`config.mk`:
```
export PLATFORM = sky130hd
export DESIGN_NAME = ddrci_top
export DESIGN_NICKNAME = d
export VERILOG_FILES = /design/src/rtl/ddrci_pkg.sv /design/src/rtl/ddrci_wr_if.sv /design/src/rtl/ddrci_buf2.sv /design/src/rtl/ddrci_merge.sv /design/src/rtl/ddrci_top.sv
export VERILOG_INCLUDE_DIRS = /design/src /design/src/rtl
export SDC_FILE = /design/constraint.sdc
export NUM_CORES = 1
export LEC_CHECK = 0
export BUFFER_PORTS_ARGS = -buffer_cell sky130_fd_sc_hd__buf_2
export CAP_MARGIN = 30
export CORE_MARGIN = 1
export CORE_UTILIZATION = 60
export DETAILED_ROUTE_END_ITERATION = 6
export PLACE_DENSITY = 0.84
export SLEW_MARGIN = 10
export SYNTH_ARGS = -nofsm -noshare
export SYNTH_HDL_FRONTEND = slang
export SYNTH_SLANG_ARGS = --single-unit
```
`constraint.sdc`:
```
create_clock -name mclk -period 9.6 [get_ports mclk]
set_input_delay 0.48 -clock mclk [delete_from_list [all_inputs] [get_ports mclk]]
set_output_delay 0.48 -clock mclk [all_outputs]
set_load 0.05 [all_outputs]
```
`src/rtl/ddrci_defs.svh`:
```
// command-interface constants for the ddr command decoder
// assumes inclusion by bare name from rtl/
`ifndef DDRCI_DEFS_SVH
`define DDRCI_DEFS_SVH
`define DDRCI_AP_BIT_X32     4'd8
`define DDRCI_AP_BIT_X16     4'd10
`define DDRCI_MR_BL_LSB      0
`define DDRCI_MR_BT_BIT      3
`define DDRCI_MR_CL_LSB      4
`define DDRCI_MR_DLLRST_BIT  8
`define DDRCI_BA_BASE_MR     2'b00
`define DDRCI_BA_EXT_MR      2'b01
`define DDRCI_DLL_RELOCK_CYC 200
`define DDRCI_POWERUP_US     200
`define DDRCI_CLK_MHZ        125
`define DDRCI_POWERUP_CYC    (`DDRCI_POWERUP_US * `DDRCI_CLK_MHZ)
`endif

```
`src/rtl/ddrci_pkg.sv`:
```
// types shared by the ddr command-interface modules
// assumes nothing beyond a systemverilog compiler
package ddrci_pkg;
   typedef enum logic [3:0] {
      DDRCI_CMD_IDLE, DDRCI_CMD_ACT, DDRCI_CMD_RD, DDRCI_CMD_WR, DDRCI_CMD_BST,
      DDRCI_CMD_PRE, DDRCI_CMD_REF, DDRCI_CMD_MRS, DDRCI_CMD_ILL
   } ddrci_cmd_t;
   typedef enum logic [2:0] {
      DDRCI_ST_RUN, DDRCI_ST_PDN_IDLE, DDRCI_ST_PDN_ACT, DDRCI_ST_SELF_REF
   } ddrci_pwr_t;
endpackage : ddrci_pkg

```
`src/rtl/ddrci_wr_if.sv`:
```
// write-data carrier between the merge stage and the write buffer
// assumes a single mclk domain
`timescale 1ns/1ps
interface ddrci_wr_if #(parameter int DW = 32, parameter int NL = 4);
   logic          valid;
   logic          ready;
   logic [2*DW-1:0] data;
   logic [2*NL-1:0] mask;
   modport src (output valid, output data, output mask, input ready);
   modport dst (input valid, input data, input mask, output ready);
endinterface : ddrci_wr_if

```
`src/rtl/ddrci_buf2.sv`:
```
// two-entry skid buffer carrying one write word and its byte masks
// assumes the sink may stall at any cycle
`timescale 1ns/1ps
module ddrci_buf2 #(
   parameter int DW = 32,
   parameter int NL = 4
) (
   // clock and reset
   input  wire logic         mclk,
   input  wire logic         rst_b,
   // fill side
   ddrci_wr_if.dst           fill,
   // drain side
   output logic              out_valid,
   input  wire logic         out_ready,
   output logic [2*DW-1:0]   out_data,
   output logic [2*NL-1:0]   out_mask
);
   localparam int W = 2*DW + 2*NL;
   logic [W-1:0] slot [2];
   logic         rd_ptr;
   logic         wr_ptr;
   logic [1:0]   count;
   wire          push = fill.valid && fill.ready;
   wire          pop  = out_valid && out_ready;
   // ready only from registered count, so the fill side never sees a loop
   assign fill.ready = (count != 2'd2);
   assign out_valid  = (count != 2'd0);
   assign {out_data, out_mask} = slot[rd_ptr];
   always_ff @(posedge mclk or negedge rst_b) begin
      if (!rst_b) begin
         rd_ptr <= 1'b0;
         wr_ptr <= 1'b0;
         count  <= 2'd0;
      end else begin
         if (push) wr_ptr <= ~wr_ptr;
         if (pop) rd_ptr <= ~rd_ptr;
         count <= 2'(count + {1'b0, push} - {1'b0, pop});
      end
   end
   always_ff @(posedge mclk) begin
      if (push) slot[wr_ptr] <= {fill.data, fill.mask};
   end
endmodule : ddrci_buf2

```
`src/rtl/ddrci_merge.sv`:
```
// packs two half-words into one core word, carrying the lane masks along
// assumes dm/dq arrive as rising then falling half, same cycle pairing
`timescale 1ns/1ps
module ddrci_merge #(
   parameter int DW = 32,
   parameter int NL = 4
) (
   // clock and reset
   input  wire logic        mclk,
   input  wire logic        rst_b,
   // pin side halves
   input  wire logic        wr_en,
   input  wire logic [DW-1:0] dq_rise,
   input  wire logic [DW-1:0] dq_fall,
   input  wire logic [NL-1:0] dm_rise,
   input  wire logic [NL-1:0] dm_fall,
   // carrier out
   ddrci_wr_if.src          wr
);
   always_ff @(posedge mclk or negedge rst_b) begin
      if (!rst_b) begin
         wr.valid <= 1'b0;
         wr.data  <= '0;
         wr.mask  <= '0;
      end else if (!wr.valid || wr.ready) begin
         wr.valid <= wr_en;
         wr.data  <= {dq_fall, dq_rise};
         wr.mask  <= {dm_fall, dm_rise};
      end
   end
endmodule : ddrci_merge

```
`src/rtl/ddrci_top.sv`:
```
// command decode, cke power states and init tracking for a four-bank ddr dram
// assumes command pins are sampled on mclk, the rising edge of the memory clock
`timescale 1ns/1ps
`include "ddrci_defs.svh"
// Overview of operation
// - commands and addresses are taken only on the rising clock edge
// - deselect and no-operation are the same idle command
// - activate opens the row on address in the selected bank
// - read and write carry bank, column and the auto-close flag
// - auto-close applies only to its own read or write
// - precharge closes one bank, or all when auto-close flag is high
// - refresh command: auto refresh with cke high, self refresh with cke low
// - mode load: all strobes low, address is opcode, bank picks register
// - unlisted encodings illegal; cke high except self refresh entry (the code decodes unlisted 110 as burst stop, not illegal)
// - data mask high discards that byte lane of write data
// - auto-close is a8 on 32-bit parts, a10 otherwise
// - previous and current cke select power-down and self refresh moves
// - mode registers have no default; programmed during init
// - one double-width core word per clock from two pin halves
// - base opcode: burst length, type, cas latency, dll reset bit
// - extended register chosen by bank select 01
module ddrci_top
   import ddrci_pkg::*;
#(
   parameter int DW     = 32,
   parameter int NL     = 4,
   parameter int AW     = 13,
   parameter bit X32    = 1'b1,
   parameter int PU_CYC = `DDRCI_POWERUP_CYC
) (
   // clock and reset
   input  wire logic          mclk,
   input  wire logic          rst_b,
   // command pins
   input  wire logic          cke,
   input  wire logic          cs_b,
   input  wire logic          ras_b,
   input  wire logic          cas_b,
   input  wire logic          we_b,
   input  wire logic [1:0]    bank_select,
   input  wire logic [AW-1:0] addr,
   // write data halves
   input  wire logic [DW-1:0] dq_rise,
   input  wire logic [DW-1:0] dq_fall,
   input  wire logic [NL-1:0] dm_rise,
   input  wire logic [NL-1:0] dm_fall,
   // core write port
   output logic              core_wr_valid,
   input  wire logic          core_wr_ready,
   output logic [2*DW-1:0]   core_wr_data,
   output logic [2*NL-1:0]   core_wr_mask,
   // decoded command
   output ddrci_cmd_t         cmd,
   output logic [1:0]        cmd_bank,
   output logic [AW-1:0]     cmd_addr,
   output logic              auto_close_flag,
   output logic              close_all_banks_cmd,
   output logic              periodic_refresh_cmd,
   output logic              self_refresh_entry,
   output logic              self_refresh_exit,
   output logic              mode_load_cmd,
   output logic              ext_mode_load_cmd,
   output logic              illegal_cmd,
   // state
   output logic [3:0]        bank_open,
   output ddrci_pwr_t         pwr_state,
   output logic [AW-1:0]     base_mode,
   output logic [AW-1:0]     ext_mode,
   output logic [1:0]        mode_loaded,
   output logic              dll_locked,
   output logic              init_done,
   output logic              wr_write_burst
);
   function automatic ddrci_cmd_t decode(input logic c, r, a, w);
      if (c) return DDRCI_CMD_IDLE;
      unique case ({r, a, w})
         3'b111: decode = DDRCI_CMD_IDLE;
         3'b011: decode = DDRCI_CMD_ACT;
         3'b101: decode = DDRCI_CMD_RD;
         3'b100: decode = DDRCI_CMD_WR;
         3'b110: decode = DDRCI_CMD_BST;
         3'b010: decode = DDRCI_CMD_PRE;
         3'b001: decode = DDRCI_CMD_REF;
         3'b000: decode = DDRCI_CMD_MRS;
      endcase
   endfunction : decode

   localparam int PCW = $clog2(PU_CYC + 1);
   localparam int DLL_CYC = `DDRCI_DLL_RELOCK_CYC;

   // merging and buffering of masked write data
   ddrci_wr_if #(.DW(DW), .NL(NL)) wr_link ();
   ddrci_merge #(.DW(DW), .NL(NL)) u_merge (
      .mclk    (mclk),
      .rst_b   (rst_b),
      .wr_en   (wr_write_burst),
      .dq_rise (dq_rise),
      .dq_fall (dq_fall),
      .dm_rise (dm_rise),
      .dm_fall (dm_fall),
      .wr      (wr_link)
   );
   logic            buf_valid;
   logic [2*DW-1:0] buf_data;
   logic [2*NL-1:0] buf_mask;
   // drain register takes a word whenever it is empty or being emptied
   wire             out_take = !core_wr_valid || core_wr_ready;
   ddrci_buf2 #(.DW(DW), .NL(NL)) u_buf (
      .mclk      (mclk),
      .rst_b     (rst_b),
      .fill      (wr_link),
      .out_valid (buf_valid),
      .out_ready (out_take),
      .out_data  (buf_data),
      .out_mask  (buf_mask)
   );

   // decode of the pins sampled at this edge
   logic       cke_prev;
   wire ddrci_cmd_t raw = decode(cs_b, ras_b, cas_b, we_b);
   wire        is_idle = (raw == DDRCI_CMD_IDLE);
   wire [3:0]  ap_idx  = X32 ? `DDRCI_AP_BIT_X32 : `DDRCI_AP_BIT_X16;
   wire        ap      = addr[ap_idx];
   wire        in_pdn  = (pwr_state != DDRCI_ST_RUN);
   wire        all_idle = (bank_open == 4'h0);
   wire        cke_fall = cke_prev && !cke;
   wire        cke_rise = !cke_prev && cke;
   wire        sr_entry = cke_fall && raw == DDRCI_CMD_REF && all_idle;
   wire        pd_entry = cke_fall && is_idle;
   wire        pd_exit  = cke_rise && is_idle && in_pdn;
   wire        run_cmd  = cke_prev && cke && !in_pdn;
   wire        bad_cke  = in_pdn ? (cke_rise && !is_idle)
                          : (cke_fall && !is_idle && raw != DDRCI_CMD_REF);
   wire        bad_cmd  = run_cmd && ((raw == DDRCI_CMD_MRS && bank_select[1])
                          || (raw == DDRCI_CMD_REF && !all_idle));
   wire        mrs_base = run_cmd && raw == DDRCI_CMD_MRS
                          && bank_select == `DDRCI_BA_BASE_MR;
   wire        mrs_ext  = run_cmd && raw == DDRCI_CMD_MRS
                          && bank_select == `DDRCI_BA_EXT_MR;
   wire        dll_rst  = mrs_base && addr[`DDRCI_MR_DLLRST_BIT];
   wire [3:0]  bank_hot = 4'h1 << bank_select;

   logic [3:0] next_bank_open;
   always_comb begin
      next_bank_open = bank_open;
      if (run_cmd) begin
         unique case (raw)
            DDRCI_CMD_ACT: next_bank_open = bank_open | bank_hot;
            DDRCI_CMD_PRE: next_bank_open = ap ? 4'h0 : (bank_open & ~bank_hot);
            DDRCI_CMD_RD, DDRCI_CMD_WR:
               if (ap) next_bank_open = bank_open & ~bank_hot;
            default: next_bank_open = bank_open;
         endcase
      end
   end

   ddrci_pwr_t next_pwr;
   always_comb begin
      next_pwr = pwr_state;
      if (sr_entry) next_pwr = DDRCI_ST_SELF_REF;
      else if (pd_entry && !in_pdn)
         next_pwr = all_idle ? DDRCI_ST_PDN_IDLE : DDRCI_ST_PDN_ACT;
      else if (pd_exit) next_pwr = DDRCI_ST_RUN;
   end

   // power-up clock count and dll relock count
   logic [PCW-1:0] pu_cnt;
   logic [7:0]     dll_cnt;
   logic           pu_done;
   always_ff @(posedge mclk or negedge rst_b) begin
      if (!rst_b) begin
         pu_cnt  <= '0;
         pu_done <= 1'b0;
      end else if (!pu_done) begin
         pu_cnt  <= PCW'(pu_cnt + 1'b1);
         pu_done <= (pu_cnt == PCW'(PU_CYC - 1));
      end
   end
   always_ff @(posedge mclk or negedge rst_b) begin
      if (!rst_b) begin
         dll_cnt    <= '0;
         dll_locked <= 1'b0;
      end else if (dll_rst) begin
         dll_cnt    <= 8'(DLL_CYC);
         dll_locked <= 1'b0;
      end else if (dll_cnt != 8'h00) begin
         dll_cnt    <= 8'(dll_cnt - 1'b1);
         dll_locked <= (dll_cnt == 8'h01);
      end
   end

   // command outputs registered once per edge
   always_ff @(posedge mclk or negedge rst_b) begin
      if (!rst_b) begin
         cke_prev             <= 1'b0;
         cmd                  <= DDRCI_CMD_IDLE;
         cmd_bank             <= 2'h0;
         cmd_addr             <= '0;
         auto_close_flag      <= 1'b0;
         close_all_banks_cmd  <= 1'b0;
         periodic_refresh_cmd <= 1'b0;
         self_refresh_entry   <= 1'b0;
         self_refresh_exit    <= 1'b0;
         mode_load_cmd        <= 1'b0;
         ext_mode_load_cmd    <= 1'b0;
         illegal_cmd          <= 1'b0;
         bank_open            <= 4'h0;
         pwr_state            <= DDRCI_ST_RUN;
      end else begin
         cke_prev             <= cke;
         cmd                  <= run_cmd ? raw : DDRCI_CMD_IDLE;
         cmd_bank             <= bank_select;
         cmd_addr             <= addr;
         auto_close_flag      <= run_cmd && (raw == DDRCI_CMD_RD || raw == DDRCI_CMD_WR
                                 || raw == DDRCI_CMD_PRE) && ap;
         close_all_banks_cmd  <= run_cmd && raw == DDRCI_CMD_PRE && ap;
         periodic_refresh_cmd <= run_cmd && raw == DDRCI_CMD_REF && all_idle;
         self_refresh_entry   <= sr_entry;
         self_refresh_exit    <= pd_exit && pwr_state == DDRCI_ST_SELF_REF;
         mode_load_cmd        <= mrs_base;
         ext_mode_load_cmd    <= mrs_ext;
         illegal_cmd          <= bad_cke || bad_cmd;
         bank_open            <= next_bank_open;
         pwr_state            <= next_pwr;
      end
   end

   // mode registers and init tracking
   always_ff @(posedge mclk or negedge rst_b) begin
      if (!rst_b) begin
         base_mode      <= '0;
         ext_mode       <= '0;
         mode_loaded    <= 2'b00;
         init_done      <= 1'b0;
         wr_write_burst <= 1'b0;
      end else begin
         if (mrs_base) base_mode <= addr;
         if (mrs_ext) ext_mode <= addr;
         mode_loaded    <= mode_loaded | {mrs_ext, mrs_base};
         init_done      <= init_done || (pu_done && mrs_base
                           && !addr[`DDRCI_MR_DLLRST_BIT] && (mode_loaded[1] || mrs_ext));
         wr_write_burst <= run_cmd && raw == DDRCI_CMD_WR;
      end
   end

   // drain register towards the core
   always_ff @(posedge mclk or negedge rst_b) begin
      if (!rst_b) begin
         core_wr_valid <= 1'b0;
         core_wr_data  <= '0;
         core_wr_mask  <= '0;
      end else if (out_take) begin
         core_wr_valid <= buf_valid;
         core_wr_data  <= buf_data;
         core_wr_mask  <= buf_mask;
      end
   end
endmodule : ddrci_top

```
==> run metrics, run 1 <==
#FFs+latches synth about 380; max-cap violations 0; Clk network pwr share 0.304; die area 0.0241 mm^2; initial core utilization 0.617; Slowest-stage cell, CP buf_4; antenna violations before repair 7; Psw 1.57 mW; Layout fillers about 1500; peak supply drop 154 uV; total gr overflow 0; final net count about 1300; Post-CTS Setup Bufs 0; Mapped Area 0.0141 mm^2; drc violations 0; CTS tree built; data required time of the critical path 9750 ps; CP delay by family, top simple AND/OR/NAND/NOR gates; Final Skew 13.4 ps; power per cell area 272 mW/mm^2; via/cell ratio 5.44; share of cells above drive strength 1 0.344; flop-to-flop setup slack 7130 ps; DRT antenna net count 0; Vias 8148; number of global-route vias before repair approximately 8400; YS warnings 0; Worst-path clk slew about 60 ps; Die W 155 um; RSZ-0062 raised after global routing false; WS Path Type reg2reg; core area 0.0228 mm^2; initial detailed-routing violation count 502; clock buffer depth 3; crit-path max cell delay 670 ps; number of H-tree levels 2; Comb power frac 0.252; Clk Latency, worst-skew pair 520 ps; Leak 7.45 nW; Max-slew headroom 0.438; first-pass detailed-route iteration total 4; Critical Path Fanout Max 46; startpoint types register; register share of total power 0.444; RD Place Congestion 0.804; Fin Hold WS -25.4 ps; Die H 155 um; setup_tns 0 ps; first-pass GRT wire length 43.3 mm; Hold Crit Class in2async; GRT Overall Usage 0.232; Post-DP HPWL 17.0 mm; endpoints failing setup 0; Syn Inst Count 915; clk sinks 382; hold bufs inserted after CTS 0; Final Max Slew Viols 0; CTS root buffer clkbuf_16; outcome complete, but fails checks; sequential share of the synthesized area 0.729; CP endpoint kind register; critical path data arrival time 2620 ps; syn avg cell area 15.4 um^2; internal cell power 3.02 mW; cells along the critical path nand2b_1 > nand2_1 > nor2_4 > buf_4; crit path time final 2470 ps; pin count of the biggest net entering global routing 99; Post-synth top flop dfrtp_1; total wire length between 20 and 30 mm; Num CTS Buffers 38; post-DR wirelength/cell around 18 um; Post-synth EDFFs 144; switch share 0.343; Yosys cell types 53; Worst-Margin Slew 843 ps; fraction of registers with async set/reset 0.623; final period utilization 0.257; CTS resizes 0; final hold violation count 21; Rows 55; Port Buffer Count 230; Layout Area Growth over Synthesis 19.6%; Total Power 4.59 mW; FMAX 405 MHz; Boundary Pins between 200 and 250; failing checks negative hold slack; CP bufs+invs 1
## per-layer routing
metal | wire length [um] | share of wire | GRT usage
met5 | 44 | 0.0016 | 0
met4 | 546 | 0.020 | 0.0742
met3 | 1830 | 0.067 | 0.0607
met2 | 13500 | 0.50 | 0.390
met1 | 11300 | 0.41 | 0.297
## cell families after synthesis
group                      after synthesis  synth area share
AOI/OAI and AO/OA                      103            0.0423
xor gates and xnor gates                19            0.0118
adders and majority gates                5           0.00444
buffers and inverters                   59            0.0176
DFF                                    382             0.729
muxes                                  172             0.131
other                                    1          0.000266
and+or+nand+nor                        174            0.0635
## registers in the layout (all words and copies together), names as in the netlist, 3 cells and up
name             flops
cmd_addr            13
core_wr_data        64
ext_mode            13
u_buf.slot         144
cmd                  3
base_mode           13
dll_cnt              8
bank_open            4
u_merge.wr.mask      8
core_wr_mask         8
u_merge.wr.data     64
pu_cnt              15
## cells in the final DEF, fill, tap and decap left out, types with 9 or more instances in the layout
| cell | n |
|---|---|
| nand2_1 | 84 |
| o21ai_0 | 78 |
| nor3_1 | 10 |
| xor2_1 | 9 |
| buf_2 | 229 |
| inv_1 | 15 |
| mux2i_1 | 74 |
| clkbuf_1 | 13 |
| nand2b_1 | 11 |
| nor2_1 | 15 |
| dfrtp_1 | 237 |
| mux2_2 | 98 |
| clkbuf_16 | 39 |
| xnor2_1 | 10 |
| edfxtp_1 | 144 |
## synthesized netlist by cell type (6+ instances only)
library cell    n  area share
xnor2_1        10      0.0062
inv_1          15      0.0040
clkbuf_1       29      0.0077
edfxtp_1      144        0.31
mux2i_1        74       0.053
nand3_1         6      0.0021
xor2_1          9      0.0056
nor2_1         16      0.0043
nor4_1          8      0.0036
nor3_1         10      0.0036
buf_2          12      0.0043
dfrtp_1       238        0.42
nand2_1        84       0.022
nand2b_1       11      0.0049
mux2_2         98       0.078
o21ai_0        78       0.028
## area by class of cell
type | instances | area [um^2] | share of cell area
sequential | 382 | 10300 | 0.610
multi-input combinational | 475 | 3600 | 0.214
timing repair buffer | 240 | 1330 | 0.0788
clock buffer | 60 | 1130 | 0.0673
tap | 313 | 392 | 0.0232
inverter | 15 | 56.3 | 0.00334
clock inverter | 9 | 47.5 | 0.00282
antenna | 4 | 10.0 | 0.000594
## stage by stage
step,area (um^2),std cells,worst slack (ps),util
after CTS,16800,1492,7140,0.735
after detailed placement,15600,1423,6720,0.684
after floorplan,14100,916,5510,-
final,16900,1498,7130,0.738
after global placement,15500,1420,6740,0.680
after global routing,16900,1496,6980,0.738
## power by group through the flow
stage               combinational [mW]  sequential, mW  clock [mW]
CTS                               1.16            2.04        1.42
finish                            1.16            2.04        1.40
global placement                  1.12            2.06           0
global route                      1.23            2.06        1.48
floorplan                        0.384            2.52           0
detailed placement                1.15            2.07           0
## final timing paths
path | depth (start not counted) | endpoint | startpoint
setup / recovery | 4 | u_buf.slot[0][21] | u_buf.count[1]
hold / removal | 1 | u_merge.wr.data[16] | rst_b
setup reg to reg | 4 | u_buf.slot[0][21] | u_buf.count[1]
hold reg to reg | 0 | u_buf.slot[0][3] | u_merge.wr.mask[3]
max in group asynchronous | 5 | ext_mode[5] | rst_b
min in group mclk | 1 | cmd_addr[7] | addr[7]
Power figures use the tool's default switching activity.
==> run 2: changes to the inputs <==
--- a/config.mk
+++ b/config.mk
@@ -9,9 +9,9 @@
 export BUFFER_PORTS_ARGS = -buffer_cell sky130_fd_sc_hd__buf_2
 export CAP_MARGIN = 30
 export CORE_MARGIN = 1
-export CORE_UTILIZATION = 60
+export CORE_UTILIZATION = 50
 export DETAILED_ROUTE_END_ITERATION = 6
-export PLACE_DENSITY = 0.84
+export PLACE_DENSITY = 0.75
 export SLEW_MARGIN = 10
 export SYNTH_ARGS = -nofsm -noshare
 export SYNTH_HDL_FRONTEND = slang
==> constraint.sdc (replaced) <==
create_clock -name mclk -period 2.17 [get_ports mclk]
set_input_delay 0.1085 -clock mclk [delete_from_list [all_inputs] [get_ports mclk]]
set_output_delay 0.1085 -clock mclk [all_outputs]
set_load 0.05 [all_outputs]
==> run metrics, run 2 (synthesis results as in run 1) <==
setup_tns 0 ps; DRT antenna net count 0; Critical Path Fanout Max 7; WS Path Type reg2reg; r2r endpoint dll_cnt[6]; clock buffer depth 3; Largest regs u_buf.slot x144, core_wr_data x64, u_merge.wr.data x64; Max-slew headroom 0.609; final hold violation count 0; Layout Area Growth over Synthesis 28.5%; final period utilization 0.906; flip-flop and latch area 0.0103 mm^2; initial detailed-routing violation count between 500 and 600; Rows 61; number of H-tree levels 2; first-pass detailed-route iteration total 4; first-pass GRT wire length 46.4 mm; RD Place Congestion 0.808; startpoint types register; clk sinks 382; outcome complete, no violations; Largest register FFs 144; Leak 7.95 nW; critical path data arrival time 2420 ps; total wire length between 20 and 30 mm; power per cell area 1160 mW/mm^2; Post-Route Utilization 0.652; Total Power 21.1 mW; antenna violations before repair 3; Final Max Slew Viols 0; DP Worst Slack 188 ps; Die W 170 um; final setup margin 203 ps; share of cells above drive strength 1 0.328; most frequent cells in the layout dfrtp_1 (236), buf_2 (229), edfxtp_1 (144), mux2_2 (98), dlygate4sd3_1 (93); Hold Crit Class in2reg; core area 0.0278 mm^2; Post-CTS Setup Bufs 0; hold path endpoint u_buf.rd_ptr; FMAX roughly 510 MHz; area of the multi-input gates 0.00360 mm^2; Layout fillers 2004; total gr overflow 0; Boundary Pins 233; worst r2r src dll_cnt[0]; Port Buffer Count 230; data required time of the critical path approximately 2600 ps; number of global-route vias before repair 8980; Num CTS Buffers 39; flop-to-flop setup slack a little over 200 ps; Worst-path clk slew 60 ps; CTS tree built; Die H 170 um; Top reg by flops u_buf.slot; Area after DPL 0.0159 mm^2; Worst-Margin Slew slightly below 600 ps; Vias approximately 8600; GRT Overall Usage 0.205; via/cell ratio 5.13; initial core utilization 0.507; HP Start core_wr_ready; Clk Latency, worst-skew pair between 500 and 600 ps; CTS resizes 0; pin count of the biggest net entering global routing around 150; crit path time final between 1500 and 2000 ps; RSZ-0062 raised after global routing false; WHS Path Cells 4; final net count 1356; Post-DP HPWL 17.6 mm; endpoints failing setup 0; hold bufs inserted after CTS 93; CP endpoint kind register; worst reg-to-reg path cell count 5; max-cap violations 0; peak supply drop 728 uV; commonest non-fill, non-tap cell in the layout dfrtp_1; Final Skew 13.5 ps; post-DR wirelength/cell around 17 um; fin area between 0.015 and 0.02 mm^2; die area between 0.02 and 0.03 mm^2; CTS root buffer clkbuf_16; drc violations 0
[run 2: cell types whose count changed in the layout (fill, tap and decap cells not counted), moves of 4 or more]
cell	change
buf_16	-4
bufinv_16	+4
buf_12	+9
clkbuf_1	-5
buf_4	+5
dlygate4sd3_1	+93
[run 2: worst max-delay path: stages (launching register included)]
cell	delay [ps]
dfrtp_1	430
inv_1	90
ha_1	300
or4b_1	480
or4b_1	510
nand3_1	90
[run 2: how the worst max path moves through the flow]
stage	startpoint	endpoint	slack, ps	cells after the start
2_1_floorplan	core_wr_valid	u_buf.count[1]	20	9
3_3_place_gp	dll_cnt[0]	dll_cnt[6]	260	5
3_5_place_dp	dll_cnt[0]	dll_cnt[6]	190	5
4_1_cts	dll_cnt[0]	dll_cnt[6]	190	5
5_1_grt	dll_cnt[0]	dll_cnt[6]	100	5
6_report	dll_cnt[0]	dll_cnt[6]	200	5
[run 2: stage by stage]
step	hold WS, ps	cells
finish	30.1	1668
global route	41.4	1668
CTS	11.2	1665
detailed placement	73.6	1500
global placement	73.8	1500
floorplan	-187	916
[run 2: per-layer routing]
| metal | global-route usage | vias to the layer above | part of all wire |
|---|---|---|---|
| met5 | 0 | - | 0 |
| met4 | 0.0595 | 0 | 0.022 |
| met3 | 0.0514 | 42 | 0.063 |
| met2 | 0.357 | 229 | 0.50 |
| met1 | 0.254 | 4282 | 0.41 |
| li1 | - | 4004 | - |
[run 2: report_power, final]
group | internal [mW] | total [mW] | switching [mW] | leakage [nW]
sequential | 8.35 | 8.96 | 0.619 | 4.20
combinational | 1.56 | 5.34 | 3.78 | 3.10
clock | 4.08 | 6.77 | 2.69 | 0.647
[run 2: cell type report]
type / instances / share of cell area
flip-flops and latches: 382 / 0.568
repair buffers: 343 / 0.131
inverters: 15 / 0.00311
diodes: 3 / 0.000414
clock buffers: 54 / 0.0615
clock inverters: 18 / 0.0114
well taps: 378 / 0.0261
multi-input cells: 475 / 0.199
